===== src/rtl/itf_pkg.sv =====
// itf_pkg: constants, types and register map of the input terminal decoder.
// assumes a single 10 MHz control clock shared by the bus and the block.
package itf_pkg;
  // register port
  localparam int ITF_ADDR_W = 4;
  localparam int ITF_DATA_W = 16;
  localparam logic [3:0] ITF_OFS_CODE0 = 4'h0;
  localparam logic [3:0] ITF_OFS_CODE1 = 4'h1;
  localparam logic [3:0] ITF_OFS_CODE2 = 4'h2;
  localparam logic [3:0] ITF_OFS_CODE3 = 4'h3;
  localparam logic [3:0] ITF_OFS_CODE_REV = 4'h4;
  localparam logic [3:0] ITF_OFS_OPMODE = 4'h5;
  localparam logic [3:0] ITF_OFS_ACCEL = 4'h6;
  localparam logic [3:0] ITF_OFS_CTRL = 4'h7;
  localparam logic [3:0] ITF_OFS_STATUS = 4'h8;
  // control register bits (write one to request)
  localparam int ITF_CTRL_LOCAL = 0;
  localparam int ITF_CTRL_EXT = 1;
  // status register bits
  localparam int ITF_ST_EXT = 0;
  localparam int ITF_ST_BUSY = 1;
  localparam int ITF_ST_POWER = 2;
  localparam int ITF_ST_INHIBIT = 3;
  localparam int ITF_ST_RUN_F = 4;
  localparam int ITF_ST_RUN_R = 5;
  localparam int ITF_ST_SET_LO = 6;
  localparam int ITF_ST_MOTOR2 = 8;
  // terminal function codes
  localparam int ITF_CODE_W = 14;
  localparam logic [13:0] ITF_FC_SECOND = 14'h0003;
  localparam logic [13:0] ITF_FC_THIRD = 14'h0009;
  localparam logic [13:0] ITF_FC_CONV_RDY = 14'h000A;
  localparam logic [13:0] ITF_FC_INTERLOCK = 14'h000C;
  localparam logic [13:0] ITF_FC_PID = 14'h000E;
  localparam logic [13:0] ITF_FC_BRAKE = 14'h000F;
  localparam logic [13:0] ITF_FC_PANEL_EXT = 14'h0010;
  localparam logic [13:0] ITF_FC_SCURVE = 14'h0014;
  localparam logic [13:0] ITF_FC_PREEXCITE = 14'h0017;
  localparam logic [13:0] ITF_FC_INHIBIT = 14'h0018;
  localparam logic [13:0] ITF_FC_SELF_HOLD = 14'h0019;
  localparam logic [13:0] ITF_FC_TUNE = 14'h001C;
  localparam logic [13:0] ITF_FC_TBIAS_A = 14'h002A;
  localparam logic [13:0] ITF_FC_TBIAS_B = 14'h002B;
  localparam logic [13:0] ITF_FC_P_ONLY = 14'h002C;
  localparam logic [13:0] ITF_FC_REV_RUN = 14'h270F;
  // reset values
  localparam logic [13:0] ITF_CODE0_RST = 14'h0000;
  localparam logic [13:0] ITF_CODE1_RST = 14'h0001;
  localparam logic [13:0] ITF_CODE2_RST = 14'h0002;
  localparam logic [13:0] ITF_CODE3_RST = 14'h0003;
  localparam logic [13:0] ITF_CODE_REV_RST = 14'h270F;
  localparam logic [7:0] ITF_OPMODE_RST = 8'h00;
  localparam logic [7:0] ITF_ACCEL_RST = 8'h00;
  localparam logic ITF_EXT_MODE_RST = 1'b1;
  // parameter values that unlock terminal functions
  localparam logic [7:0] ITF_OPMODE_SWITCH = 8'h08;
  localparam logic [7:0] ITF_ACCEL_SCURVE_C = 8'h04;
  // parameter sets
  localparam logic [1:0] ITF_SET1 = 2'h0;
  localparam logic [1:0] ITF_SET2 = 2'h1;
  localparam logic [1:0] ITF_SET3 = 2'h2;
  // output functions allowed during tuning: bit0 power failure, bit1 thermal
  // prealarm, bit2 panel mode, bit3 current detect, bit4 ready, bit5 fault,
  // bit6 analog monitors
  localparam int ITF_OUTF_W = 16;
  localparam logic [15:0] ITF_TUNE_OUT_MASK = 16'h007F;
  localparam logic [15:0] ITF_ALL_OUT_MASK = 16'hFFFF;
  // timing
  localparam int ITF_CLK_HZ = 10_000_000;
  localparam int ITF_RESUME_MS = 20;
  localparam int ITF_RESUME_CYC = ITF_RESUME_MS * (ITF_CLK_HZ / 1000);
  localparam int ITF_CNT_W = 18;

  typedef enum logic {ITF_TS_IDLE, ITF_TS_BUSY} itf_tune_t;

  typedef struct packed {
    logic fwd;
    logic rev;
    logic [3:0] assignable;
  } itf_pins_t;

  typedef struct packed {
    logic vf_control;
    logic position_ctrl;
    logic vector_speed;
    logic torque_bias_en;
    logic speed_below_start;
    logic residual_flux_flag;
    logic tune_done;
  } itf_drive_t;

  typedef struct packed {
    logic motor2_sel;
    logic [1:0] param_set;
    logic power_on;
    logic coast;
    logic pid_run;
    logic brake_open_done;
    logic local_panel_mode;
    logic scurve_set2;
    logic zero_speed_lock;
    logic servo_on;
    logic run_fwd;
    logic run_rev;
    logic tuning;
    logic [1:0] torque_bias_sel;
    logic p_only;
    logic [15:0] out_allow;
  } itf_ctrl_t;
endpackage : itf_pkg


===== src/rtl/itf_decoder.sv =====
// itf_decoder: decodes assignable input terminals into control requests.
// assumes terminal pins are asynchronous contacts; drive context comes from
// control logic on i_clk; bus master never strobes read and write together.
`timescale 1ns/100ps
// Contract
// - with third set input assigned, motor choice follows only the second-set input
// - set 1 both off, set 2 second only, set 3 when third on
// - converter-ready enable deasserted shuts off the power output
// - local panel mode change allowed only while interlock input on or unassigned; the switch input under operation mode 8 changes it regardless
// - PID enable input on runs PID, off runs normal operation
// - operation mode 8: switch input on external, off local panel
// - S-curve C select chooses stored set only when pattern equals 4
// - stopped with preexcite input on gives zero-speed control or lock
// - in position control preexcite input turns servo on and output on
// - output inhibit cuts power at once in every mode, motor coasts
// - output resumes about 20 ms after inhibit release
// - run commands are ignored while inhibit is active
// - self-hold latches momentary run; run with halt disables rotation
// - tuning request while stopped starts online tuning before run
// - preexcite plus run below starting speed also starts tuning
// - residual flux flag blocks the tuning request
// - run and preexcite inputs act only after tuning completes
// - during tuning only a restricted output function subset is allowed
// - tuning is disabled under volts-per-hertz control
// - two torque bias inputs select the bias amount when bias used
// - vector speed control: P-only input on gives P, off gives PI
// - brake-open input is passed as brake opening completion
// - general terminals default 0..3, reverse 9999 only there
// - second-set input selects the second parameter set unless the third-set input is on
module itf_decoder
#(
  parameter int RESUME_CYCLES = itf_pkg::ITF_RESUME_CYC
)
(
  // clock and reset
  input wire logic i_clk,
  input wire logic i_reset_n,
  // register port
  input wire logic [itf_pkg::ITF_ADDR_W-1:0] i_addr,
  input wire logic [itf_pkg::ITF_DATA_W-1:0] i_wdata,
  input wire logic i_wr,
  input wire logic i_rd,
  output logic [itf_pkg::ITF_DATA_W-1:0] o_rdata,
  // terminals and drive context
  input wire itf_pkg::itf_pins_t i_pins,
  input wire itf_pkg::itf_drive_t i_drive,
  // decoded control requests
  output itf_pkg::itf_ctrl_t o_ctrl
);
  import itf_pkg::*;

  typedef struct packed {
    logic [5:0] sync1;
    logic [5:0] sync2;
    logic [4:0][13:0] codes;
    logic [7:0] opmode;
    logic [7:0] accel;
    logic ext_mode;
    logic latch_f;
    logic latch_r;
    logic [ITF_CNT_W-1:0] inh_cnt;
    itf_tune_t tune;
    logic [15:0] rdata;
    itf_ctrl_t ctrl;
  } itf_state_t;

  itf_state_t s;
  itf_state_t n;

  // terminal 4 is the reverse-run terminal, the only one allowed 9999
  function automatic logic fn_code_ok(input logic [15:0] c,
                                      input logic rev_term);
    logic [13:0] v;
    logic ok;
    v = c[13:0];
    ok = 1'b0;
    if (c[15:14] == 2'h0)
    begin
      ok = (v <= 14'h0003) || (v == 14'h0005) ||
           (v >= 14'h0008 && v <= 14'h0010) || (v == ITF_FC_SCURVE) ||
           (v >= 14'h0016 && v <= ITF_FC_TUNE) ||
           (v >= ITF_FC_TBIAS_A && v <= ITF_FC_P_ONLY) ||
           (rev_term && v == ITF_FC_REV_RUN);
    end
    return ok;
  endfunction : fn_code_ok

  function automatic logic fn_asg(input logic [4:0][13:0] codes,
                                  input logic [13:0] fc);
    logic hit;
    hit = 1'b0;
    for (int t = 0; t < 5; t++)
    begin
      hit = hit | (codes[t] == fc);
    end
    return hit;
  endfunction : fn_asg

  function automatic logic fn_on(input logic [4:0][13:0] codes,
                                 input logic [4:0] term,
                                 input logic [13:0] fc);
    logic hit;
    hit = 1'b0;
    for (int t = 0; t < 5; t++)
    begin
      hit = hit | ((codes[t] == fc) & term[t]);
    end
    return hit;
  endfunction : fn_on

  logic [4:0] term;
  logic fwd_in;
  logic rev_in;
  logic second_on;
  logic third_on;
  logic conv_ok;
  logic ilock_asg;
  logic ilock_on;
  logic pid_on;
  logic sw_asg;
  logic sw_on;
  logic sc_on;
  logic lx_on;
  logic inh_on;
  logic halt_asg;
  logic halt_on;
  logic tune_on;
  logic run_f;
  logic run_r;
  logic stopped;
  logic blocked;
  logic busy;
  logic start_req;
  logic lx_eff;
  logic local_req;
  logic [15:0] status;

  always_comb
  begin
    n = s;
    n.sync1 = {i_pins.fwd, i_pins.rev, i_pins.assignable};
    n.sync2 = s.sync1;
    term = s.sync2[4:0];
    fwd_in = s.sync2[5];
    rev_in = fn_on(s.codes, term, ITF_FC_REV_RUN);
    second_on = fn_on(s.codes, term, ITF_FC_SECOND);
    third_on = fn_on(s.codes, term, ITF_FC_THIRD);
    conv_ok = !fn_asg(s.codes, ITF_FC_CONV_RDY) ||
              fn_on(s.codes, term, ITF_FC_CONV_RDY);
    ilock_asg = fn_asg(s.codes, ITF_FC_INTERLOCK);
    ilock_on = fn_on(s.codes, term, ITF_FC_INTERLOCK);
    pid_on = fn_on(s.codes, term, ITF_FC_PID);
    sw_asg = fn_asg(s.codes, ITF_FC_PANEL_EXT);
    sw_on = fn_on(s.codes, term, ITF_FC_PANEL_EXT);
    sc_on = fn_on(s.codes, term, ITF_FC_SCURVE);
    lx_on = fn_on(s.codes, term, ITF_FC_PREEXCITE);
    inh_on = fn_on(s.codes, term, ITF_FC_INHIBIT);
    halt_asg = fn_asg(s.codes, ITF_FC_SELF_HOLD);
    halt_on = fn_on(s.codes, term, ITF_FC_SELF_HOLD);
    tune_on = fn_on(s.codes, term, ITF_FC_TUNE);
    busy = (s.tune == ITF_TS_BUSY);

    // self-hold: a momentary press latches, halt releases and overrides
    if (halt_asg)
    begin
      n.latch_f = (s.latch_f | fwd_in) & ~halt_on & ~inh_on;
      n.latch_r = (s.latch_r | rev_in) & ~halt_on & ~inh_on;
      run_f = s.latch_f & ~halt_on;
      run_r = s.latch_r & ~halt_on;
    end
    else
    begin
      n.latch_f = 1'b0;
      n.latch_r = 1'b0;
      run_f = fwd_in;
      run_r = rev_in;
    end
    stopped = ~run_f & ~run_r;

    // inhibit: hold-off counter restarts on every active cycle
    if (inh_on)
    begin
      n.inh_cnt = ITF_CNT_W'(RESUME_CYCLES);
    end
    else if (s.inh_cnt != '0)
    begin
      n.inh_cnt = s.inh_cnt - 1'b1;
    end
    blocked = inh_on | (s.inh_cnt != '0);

    // start-time tuning
    start_req = ~i_drive.vf_control & ~i_drive.residual_flux_flag &
                ((tune_on & stopped) |
                 (lx_on & ~stopped & i_drive.speed_below_start));
    unique case (s.tune)
      ITF_TS_IDLE:
      begin
        if (start_req)
        begin
          n.tune = ITF_TS_BUSY;
        end
      end
      ITF_TS_BUSY:
      begin
        if (i_drive.tune_done || i_drive.vf_control)
        begin
          n.tune = ITF_TS_IDLE;
        end
      end
    endcase

    // operation mode selection
    local_req = i_wr && (i_addr == ITF_OFS_CTRL) && i_wdata[ITF_CTRL_LOCAL];
    if ((s.opmode == ITF_OPMODE_SWITCH) && sw_asg)
    begin
      n.ext_mode = sw_on;
    end
    else if (local_req)
    begin
      if (!ilock_asg || ilock_on)
      begin
        n.ext_mode = 1'b0;
      end
    end
    else if (i_wr && (i_addr == ITF_OFS_CTRL) && i_wdata[ITF_CTRL_EXT])
    begin
      n.ext_mode = 1'b1;
    end

    // decoded outputs
    lx_eff = lx_on & ~busy;
    n.ctrl.motor2_sel = second_on;
    if (third_on)
    begin
      n.ctrl.param_set = ITF_SET3;
    end
    else if (second_on)
    begin
      n.ctrl.param_set = ITF_SET2;
    end
    else
    begin
      n.ctrl.param_set = ITF_SET1;
    end
    n.ctrl.servo_on = lx_eff & i_drive.position_ctrl;
    n.ctrl.zero_speed_lock = lx_eff & ~i_drive.position_ctrl & stopped;
    n.ctrl.power_on = ~blocked & conv_ok &
                      (~i_drive.position_ctrl | n.ctrl.servo_on);
    n.ctrl.coast = blocked;
    n.ctrl.pid_run = pid_on;
    n.ctrl.brake_open_done = fn_on(s.codes, term, ITF_FC_BRAKE);
    n.ctrl.local_panel_mode = ~s.ext_mode;
    n.ctrl.scurve_set2 = (s.accel == ITF_ACCEL_SCURVE_C) & sc_on;
    n.ctrl.run_fwd = run_f & ~blocked & ~busy;
    n.ctrl.run_rev = run_r & ~blocked & ~busy;
    n.ctrl.tuning = busy;
    n.ctrl.torque_bias_sel = i_drive.torque_bias_en ?
      {fn_on(s.codes, term, ITF_FC_TBIAS_B),
       fn_on(s.codes, term, ITF_FC_TBIAS_A)} : 2'h0;
    n.ctrl.p_only = i_drive.vector_speed &
                    fn_on(s.codes, term, ITF_FC_P_ONLY);
    n.ctrl.out_allow = busy ? ITF_TUNE_OUT_MASK : ITF_ALL_OUT_MASK;

    // register writes; an illegal function code leaves the old one
    if (i_wr)
    begin
      unique case (i_addr)
        ITF_OFS_CODE0, ITF_OFS_CODE1, ITF_OFS_CODE2, ITF_OFS_CODE3,
        ITF_OFS_CODE_REV:
        begin
          if (fn_code_ok(i_wdata, i_addr == ITF_OFS_CODE_REV))
          begin
            n.codes[i_addr[2:0]] = i_wdata[13:0];
          end
        end
        ITF_OFS_OPMODE:
        begin
          n.opmode = i_wdata[7:0];
        end
        ITF_OFS_ACCEL:
        begin
          n.accel = i_wdata[7:0];
        end
        default:
        begin
        end
      endcase
    end

    status = 16'h0000;
    status[ITF_ST_EXT] = s.ext_mode;
    status[ITF_ST_BUSY] = busy;
    status[ITF_ST_POWER] = s.ctrl.power_on;
    status[ITF_ST_INHIBIT] = blocked;
    status[ITF_ST_RUN_F] = s.ctrl.run_fwd;
    status[ITF_ST_RUN_R] = s.ctrl.run_rev;
    status[ITF_ST_SET_LO +: 2] = s.ctrl.param_set;
    status[ITF_ST_MOTOR2] = s.ctrl.motor2_sel;

    // read data stand only in the cycle after the strobe
    n.rdata = 16'h0000;
    if (i_rd)
    begin
      unique case (i_addr)
        ITF_OFS_CODE0, ITF_OFS_CODE1, ITF_OFS_CODE2, ITF_OFS_CODE3,
        ITF_OFS_CODE_REV:
        begin
          n.rdata = {2'h0, s.codes[i_addr[2:0]]};
        end
        ITF_OFS_OPMODE:
        begin
          n.rdata = {8'h00, s.opmode};
        end
        ITF_OFS_ACCEL:
        begin
          n.rdata = {8'h00, s.accel};
        end
        ITF_OFS_STATUS:
        begin
          n.rdata = status;
        end
        default:
        begin
          n.rdata = 16'h0000;
        end
      endcase
    end
  end

  always_ff @(posedge i_clk or negedge i_reset_n)
  begin
    if (!i_reset_n)
    begin
      s <= '0;
      s.codes[0] <= ITF_CODE0_RST;
      s.codes[1] <= ITF_CODE1_RST;
      s.codes[2] <= ITF_CODE2_RST;
      s.codes[3] <= ITF_CODE3_RST;
      s.codes[4] <= ITF_CODE_REV_RST;
      s.opmode <= ITF_OPMODE_RST;
      s.accel <= ITF_ACCEL_RST;
      s.ext_mode <= ITF_EXT_MODE_RST;
      s.ctrl.local_panel_mode <= ~ITF_EXT_MODE_RST;
      s.ctrl.out_allow <= ITF_ALL_OUT_MASK;
    end
    else
    begin
      s <= n;
    end
  end

  assign o_rdata = s.rdata;
  assign o_ctrl = s.ctrl;
endmodule : itf_decoder


===== config.mk =====
export PLATFORM = sky130hd
export DESIGN_NAME = itf_decoder
export DESIGN_NICKNAME = d
export VERILOG_FILES = /design/src/rtl/itf_pkg.sv /design/src/rtl/itf_decoder.sv
export SDC_FILE = /design/constraint.sdc
export NUM_CORES = 1
export LEC_CHECK = 0
export BUFFER_PORTS_ARGS = -buffer_cell sky130_fd_sc_hd__buf_2
export CORE_MARGIN = 8
export CORE_UTILIZATION = 54
export DETAILED_ROUTE_END_ITERATION = 8
export PLACE_DENSITY = 0.76
export SKIP_LAST_GASP = 1
export SYNTH_ARGS = -nofsm -noshare
export SYNTH_HDL_FRONTEND = slang
export SYNTH_SLANG_ARGS = --single-unit

===== constraint.sdc =====
create_clock -name i_clk -period 2.49 [get_ports i_clk]
set_input_delay 0.249 -clock i_clk [delete_from_list [all_inputs] [get_ports i_clk]]
set_output_delay 0.249 -clock i_clk [all_outputs]
set_load 0.01 [all_outputs]

==> flow_metrics.py <==
metrics = {
    "timing": {
        "fmax_ghz": 0.411,
        "finalWorstSetupSlack_ns": 0.0596,
        "hold_ws_ns": 0.0592,
        "setup_viol": 0,
        "fin_tns_setup_ns": 0,
        "rsz0062_at_grt": "yes",
        "min_period_ns": 2.43,
        "slew_headroom_pct": 31.5,
        "drv_slew": 0,
        "worstMarginPinSlew_ns": 1.02,
        "fin_crit_sh_pct": 97.6,
        "fin_skew_ns": 0.00735,
        "hold_viol": 0,
    },
    "global_route": {
        "globalRouteOverflowTotal": 0,
        "grt_util_all_layers_pct": 26.4,
        "grt_max_degree": 58,
        "grt_pass1_wl_um": 39700,
        "grt_pass1_vias": 6956,
        "antenna_found_initial": 0,
    },
    "drt": {
        "wirelength_um": 25700,
        "postRouteAntennaNets": 0,
        "dr.pass1.iters": 5,
        "vias_per_cell": 6.24,
        "drt_iter0_drc": 767,
        "drcViolationCount": 0,
        "vias": 6990,
        "wl_per_cell_um": 23.0,
    },
    "pwr": {
        "p_seq_share_pct": 45.4,
        "p_leak_nw": 4.52,
        "p_clk_share_pct": 41.0,
        "ir_drop_mv": 0.590,
        "sw_frac_of_total_pct": 26.8,
        "p_per_area_nw_per_um2": 652,
        "total_power_mw": 6.44,
        "power_frac_comb_pct": 13.5,
        "intPower_mw": 4.71,
        "p_switching_mw": 1.73,
    },
    "logic_synthesis": {
        "synth_edf_count": 0,
        "syn_avg_cell_area_um2": 10.4,
        "synth_cells": 795,
        "syn-cell-area_um2": 8260,
        "synthDistinctLibCells": 71,
        "synth_seq_cells": 152,
        "synth_flop_cell": "dfrtp_1",
        "ys_seq_area_share_pct": 46.3,
        "yosysWarnings": 0,
        "synthArstFlopShare_pct": 100,
    },
    "cells_and_area": {
        "fillers": 1204,
        "fin_nets": 957,
        "stdcell_count": 1120,
        "mostFrequentLayoutCells": "137 x dfrtp_1, 93 x buf_4, 80 x nor2_1, 75 x buf_2, 50 x mux2_2",
        "fin_util_pct": 65.4,
        "final_common_cell": "dfrtp_1",
        "antenna_cells": 0,
        "layout-drive-gt1-share_pct": 33.5,
        "area_growth_pct": 19.5,
        "finalInstanceArea_um2": 9870,
    },
    "worst_setup_path": {
        "required_ns": 2.83,
        "max_stage_delay_ns": 0.59,
        "crit_slowest_cell": "or4b_1",
        "crit_family": "simple AND/OR/NAND/NOR gates",
        "r2r_cells": 7,
        "path_common_cell": "and3_1",
        "rr_endpoint": "s[52]$_DFFE_PN0P_",
        "end_kind": "flip-flop",
        "timing.critical_path.buf_inv": 1,
        "path_class": "reg -> reg",
        "worst-r2r-setup-slack_ns": 0.06,
        "cp.arrival_ns": 2.77,
        "critPathLaunchType": "flip-flop",
        "r2r_start": "s[119]$_DFFE_PN0P_",
        "path_max_fanout": 12,
        "crit_path_cell_trace": "nor4b_2 -> and3_1 -> and3_1 -> a22o_1 -> or4b_1 -> buf_12 -> a21oi_1",
        "critPathLaunch": "s[119]$_DFFE_PN0P_",
    },
    "place": {
        "dpl.cell_count": 1078,
        "place_congestion": 1.07,
        "place_area_um2": 9100,
        "dp.final_hpwl_um": 19500,
        "port_buffers": 76,
        "pre_cts_ws_ns": -0.0637,
    },
    "floorplan": {
        "initial_core_util_pct": 54.7,
        "rows": 45,
        "die_width_um": 140,
        "die-area_um2": 19500,
        "ioPinCount": 86,
        "fp.coreArea_um2": 15100,
        "die_h_um": 140,
    },
    "clock_network": {
        "ctsHtreeMaxLevel": 4,
        "cts_root_buffer": "clkbuf_16",
        "cts-buffers-inserted": 17,
        "cts_tree": "done",
        "cts_sinks": 152,
        "path_clk_slew_ns": 0.06,
        "clock_latency_ns": 0.43,
        "cts_buffer_depth": 2,
    },
    "worst_hold_path": {
        "min_path_cells": 2,
        "min-delay-start": "i_drive[3]",
        "hold_end": "o_ctrl[17]$_DFF_PN0_",
        "min_path_type": "in -> reg",
    },
    "run": {
        "maxCapViolCount": 0,
    },
    "status": {
        "status": "finished, final reports clean",
    },
}
==> power by group through the flow <==
stage	Clock, mW	Sequential [mW]	Combinational [mW]
global route	2.76	2.95	0.968
CTS	2.66	2.91	0.839
detailed placement	0	2.94	0.816
finish	2.64	2.92	0.869
global placement	0	2.94	0.788
floorplan	0	2.89	0.585
==> worst max-delay path by stage <==
| stage | slack [ns] | to | cells after the start |
|---|---|---|---|
| after floorplan | 0.09 | s[63]$_DFFE_PN0P_ | 9 |
| after global placement | -0.02 | s[148]$_DFFE_PN0P_ | 7 |
| after detailed placement | -0.06 | s[148]$_DFFE_PN0P_ | 7 |
| after CTS | 0.03 | o_ctrl[29]$_DFF_PN0_ | 8 |
| after global routing | -0.08 | s[63]$_DFFE_PN0P_ | 9 |
| final | 0.06 | s[52]$_DFFE_PN0P_ | 7 |
==> cell usage after synthesis (3+ instances only) <==
| cell | n | area, um2 |
|---|---|---|
| nand4_1 | 18 | 113 |
| or4_1 | 8 | 60.1 |
| o31a_1 | 3 | 26.3 |
| buf_4 | 50 | 375 |
| nor2_1 | 80 | 300 |
| and4_1 | 6 | 52.6 |
| a31oi_1 | 6 | 37.5 |
| clkbuf_1 | 19 | 71.3 |
| a22oi_1 | 16 | 120 |
| dfstp_2 | 14 | 368 |
| nand3_1 | 31 | 155 |
| a221o_1 | 3 | 30.0 |
| nand2_1 | 46 | 173 |
| inv_1 | 11 | 41.3 |
| mux4_2 | 14 | 315 |
| and2_1 | 12 | 75.1 |
| nor4b_1 | 8 | 70.1 |
| o32ai_1 | 8 | 70.1 |
| nor2b_1 | 50 | 313 |
| xor2_1 | 3 | 26.3 |
| mux2_2 | 50 | 563 |
| nor3_1 | 23 | 115 |
| o22ai_1 | 10 | 62.6 |
| o21ai_0 | 19 | 95.1 |
| nor4bb_1 | 6 | 60.1 |
| nor4_1 | 15 | 93.8 |
| or4_4 | 3 | 33.8 |
| nand4b_1 | 5 | 43.8 |
| dfrtp_1 | 138 | 3450 |
| mux2i_1 | 7 | 70.1 |
| buf_2 | 9 | 45.0 |
| nor3b_1 | 4 | 30.0 |
| xnor2_1 | 8 | 70.1 |
| nand3b_1 | 9 | 67.6 |
| nand2b_1 | 8 | 50.1 |
| and3_1 | 5 | 31.3 |
| or3_1 | 7 | 43.8 |
| a211oi_1 | 4 | 30.0 |
| a21oi_1 | 16 | 80.1 |
==> registers in the layout, indices dropped and copies added (netlist names) <==
register	flops
busy	1
n	6
o_rdata	14
o_ctrl	18
s	112
fwd_in	1
==> layout make-up <==
class / instances / area, um2 / area share (%)
Multi-Input combinational cell: 559 / 3980 / 40.3
Clock inverter: 10 / 115 / 1.17
Timing Repair Buffer: 178 / 1180 / 12.0
Sequential cell: 152 / 3820 / 38.7
Clock buffer: 22 / 494 / 5.01
Tap cell: 188 / 235 / 2.38
Inverter: 11 / 41.3 / 0.418
==> layer usage <==
| layer | GRT usage, % | share of wire [%] | up-vias |
|---|---|---|---|
| li1 | - | - | 3114 |
| met2 | 41.5 | 46 | 330 |
| met3 | 6.67 | 7.6 | 83 |
| met5 | 0 | 0 | - |
| met1 | 33.1 | 42 | 3463 |
| met4 | 13.8 | 4.8 | 0 |
==> timing repair <==
action	CTS	global route
pin swaps	1	4
endpoints found under the hold margin	50	0
hold buffers	8	0
cloned	0	0
buffers inserted	0	2
endpoints found under the setup margin	3	16
resized for setup	1	14
==> cell families after synthesis <==
kind of cell / synth area share [%]
AO/OA/AOI/OAI: 9.05
XOR/XNOR: 1.17
adder cells (fa/ha/maj): 0.152
buffers and inverters: 6.64
flip-flops: 46.3
multiplexers: 11.5
other: 0.0910
AND/OR/NAND/NOR: 25.1
Note: power is estimated with default switching activity, not from simulation.
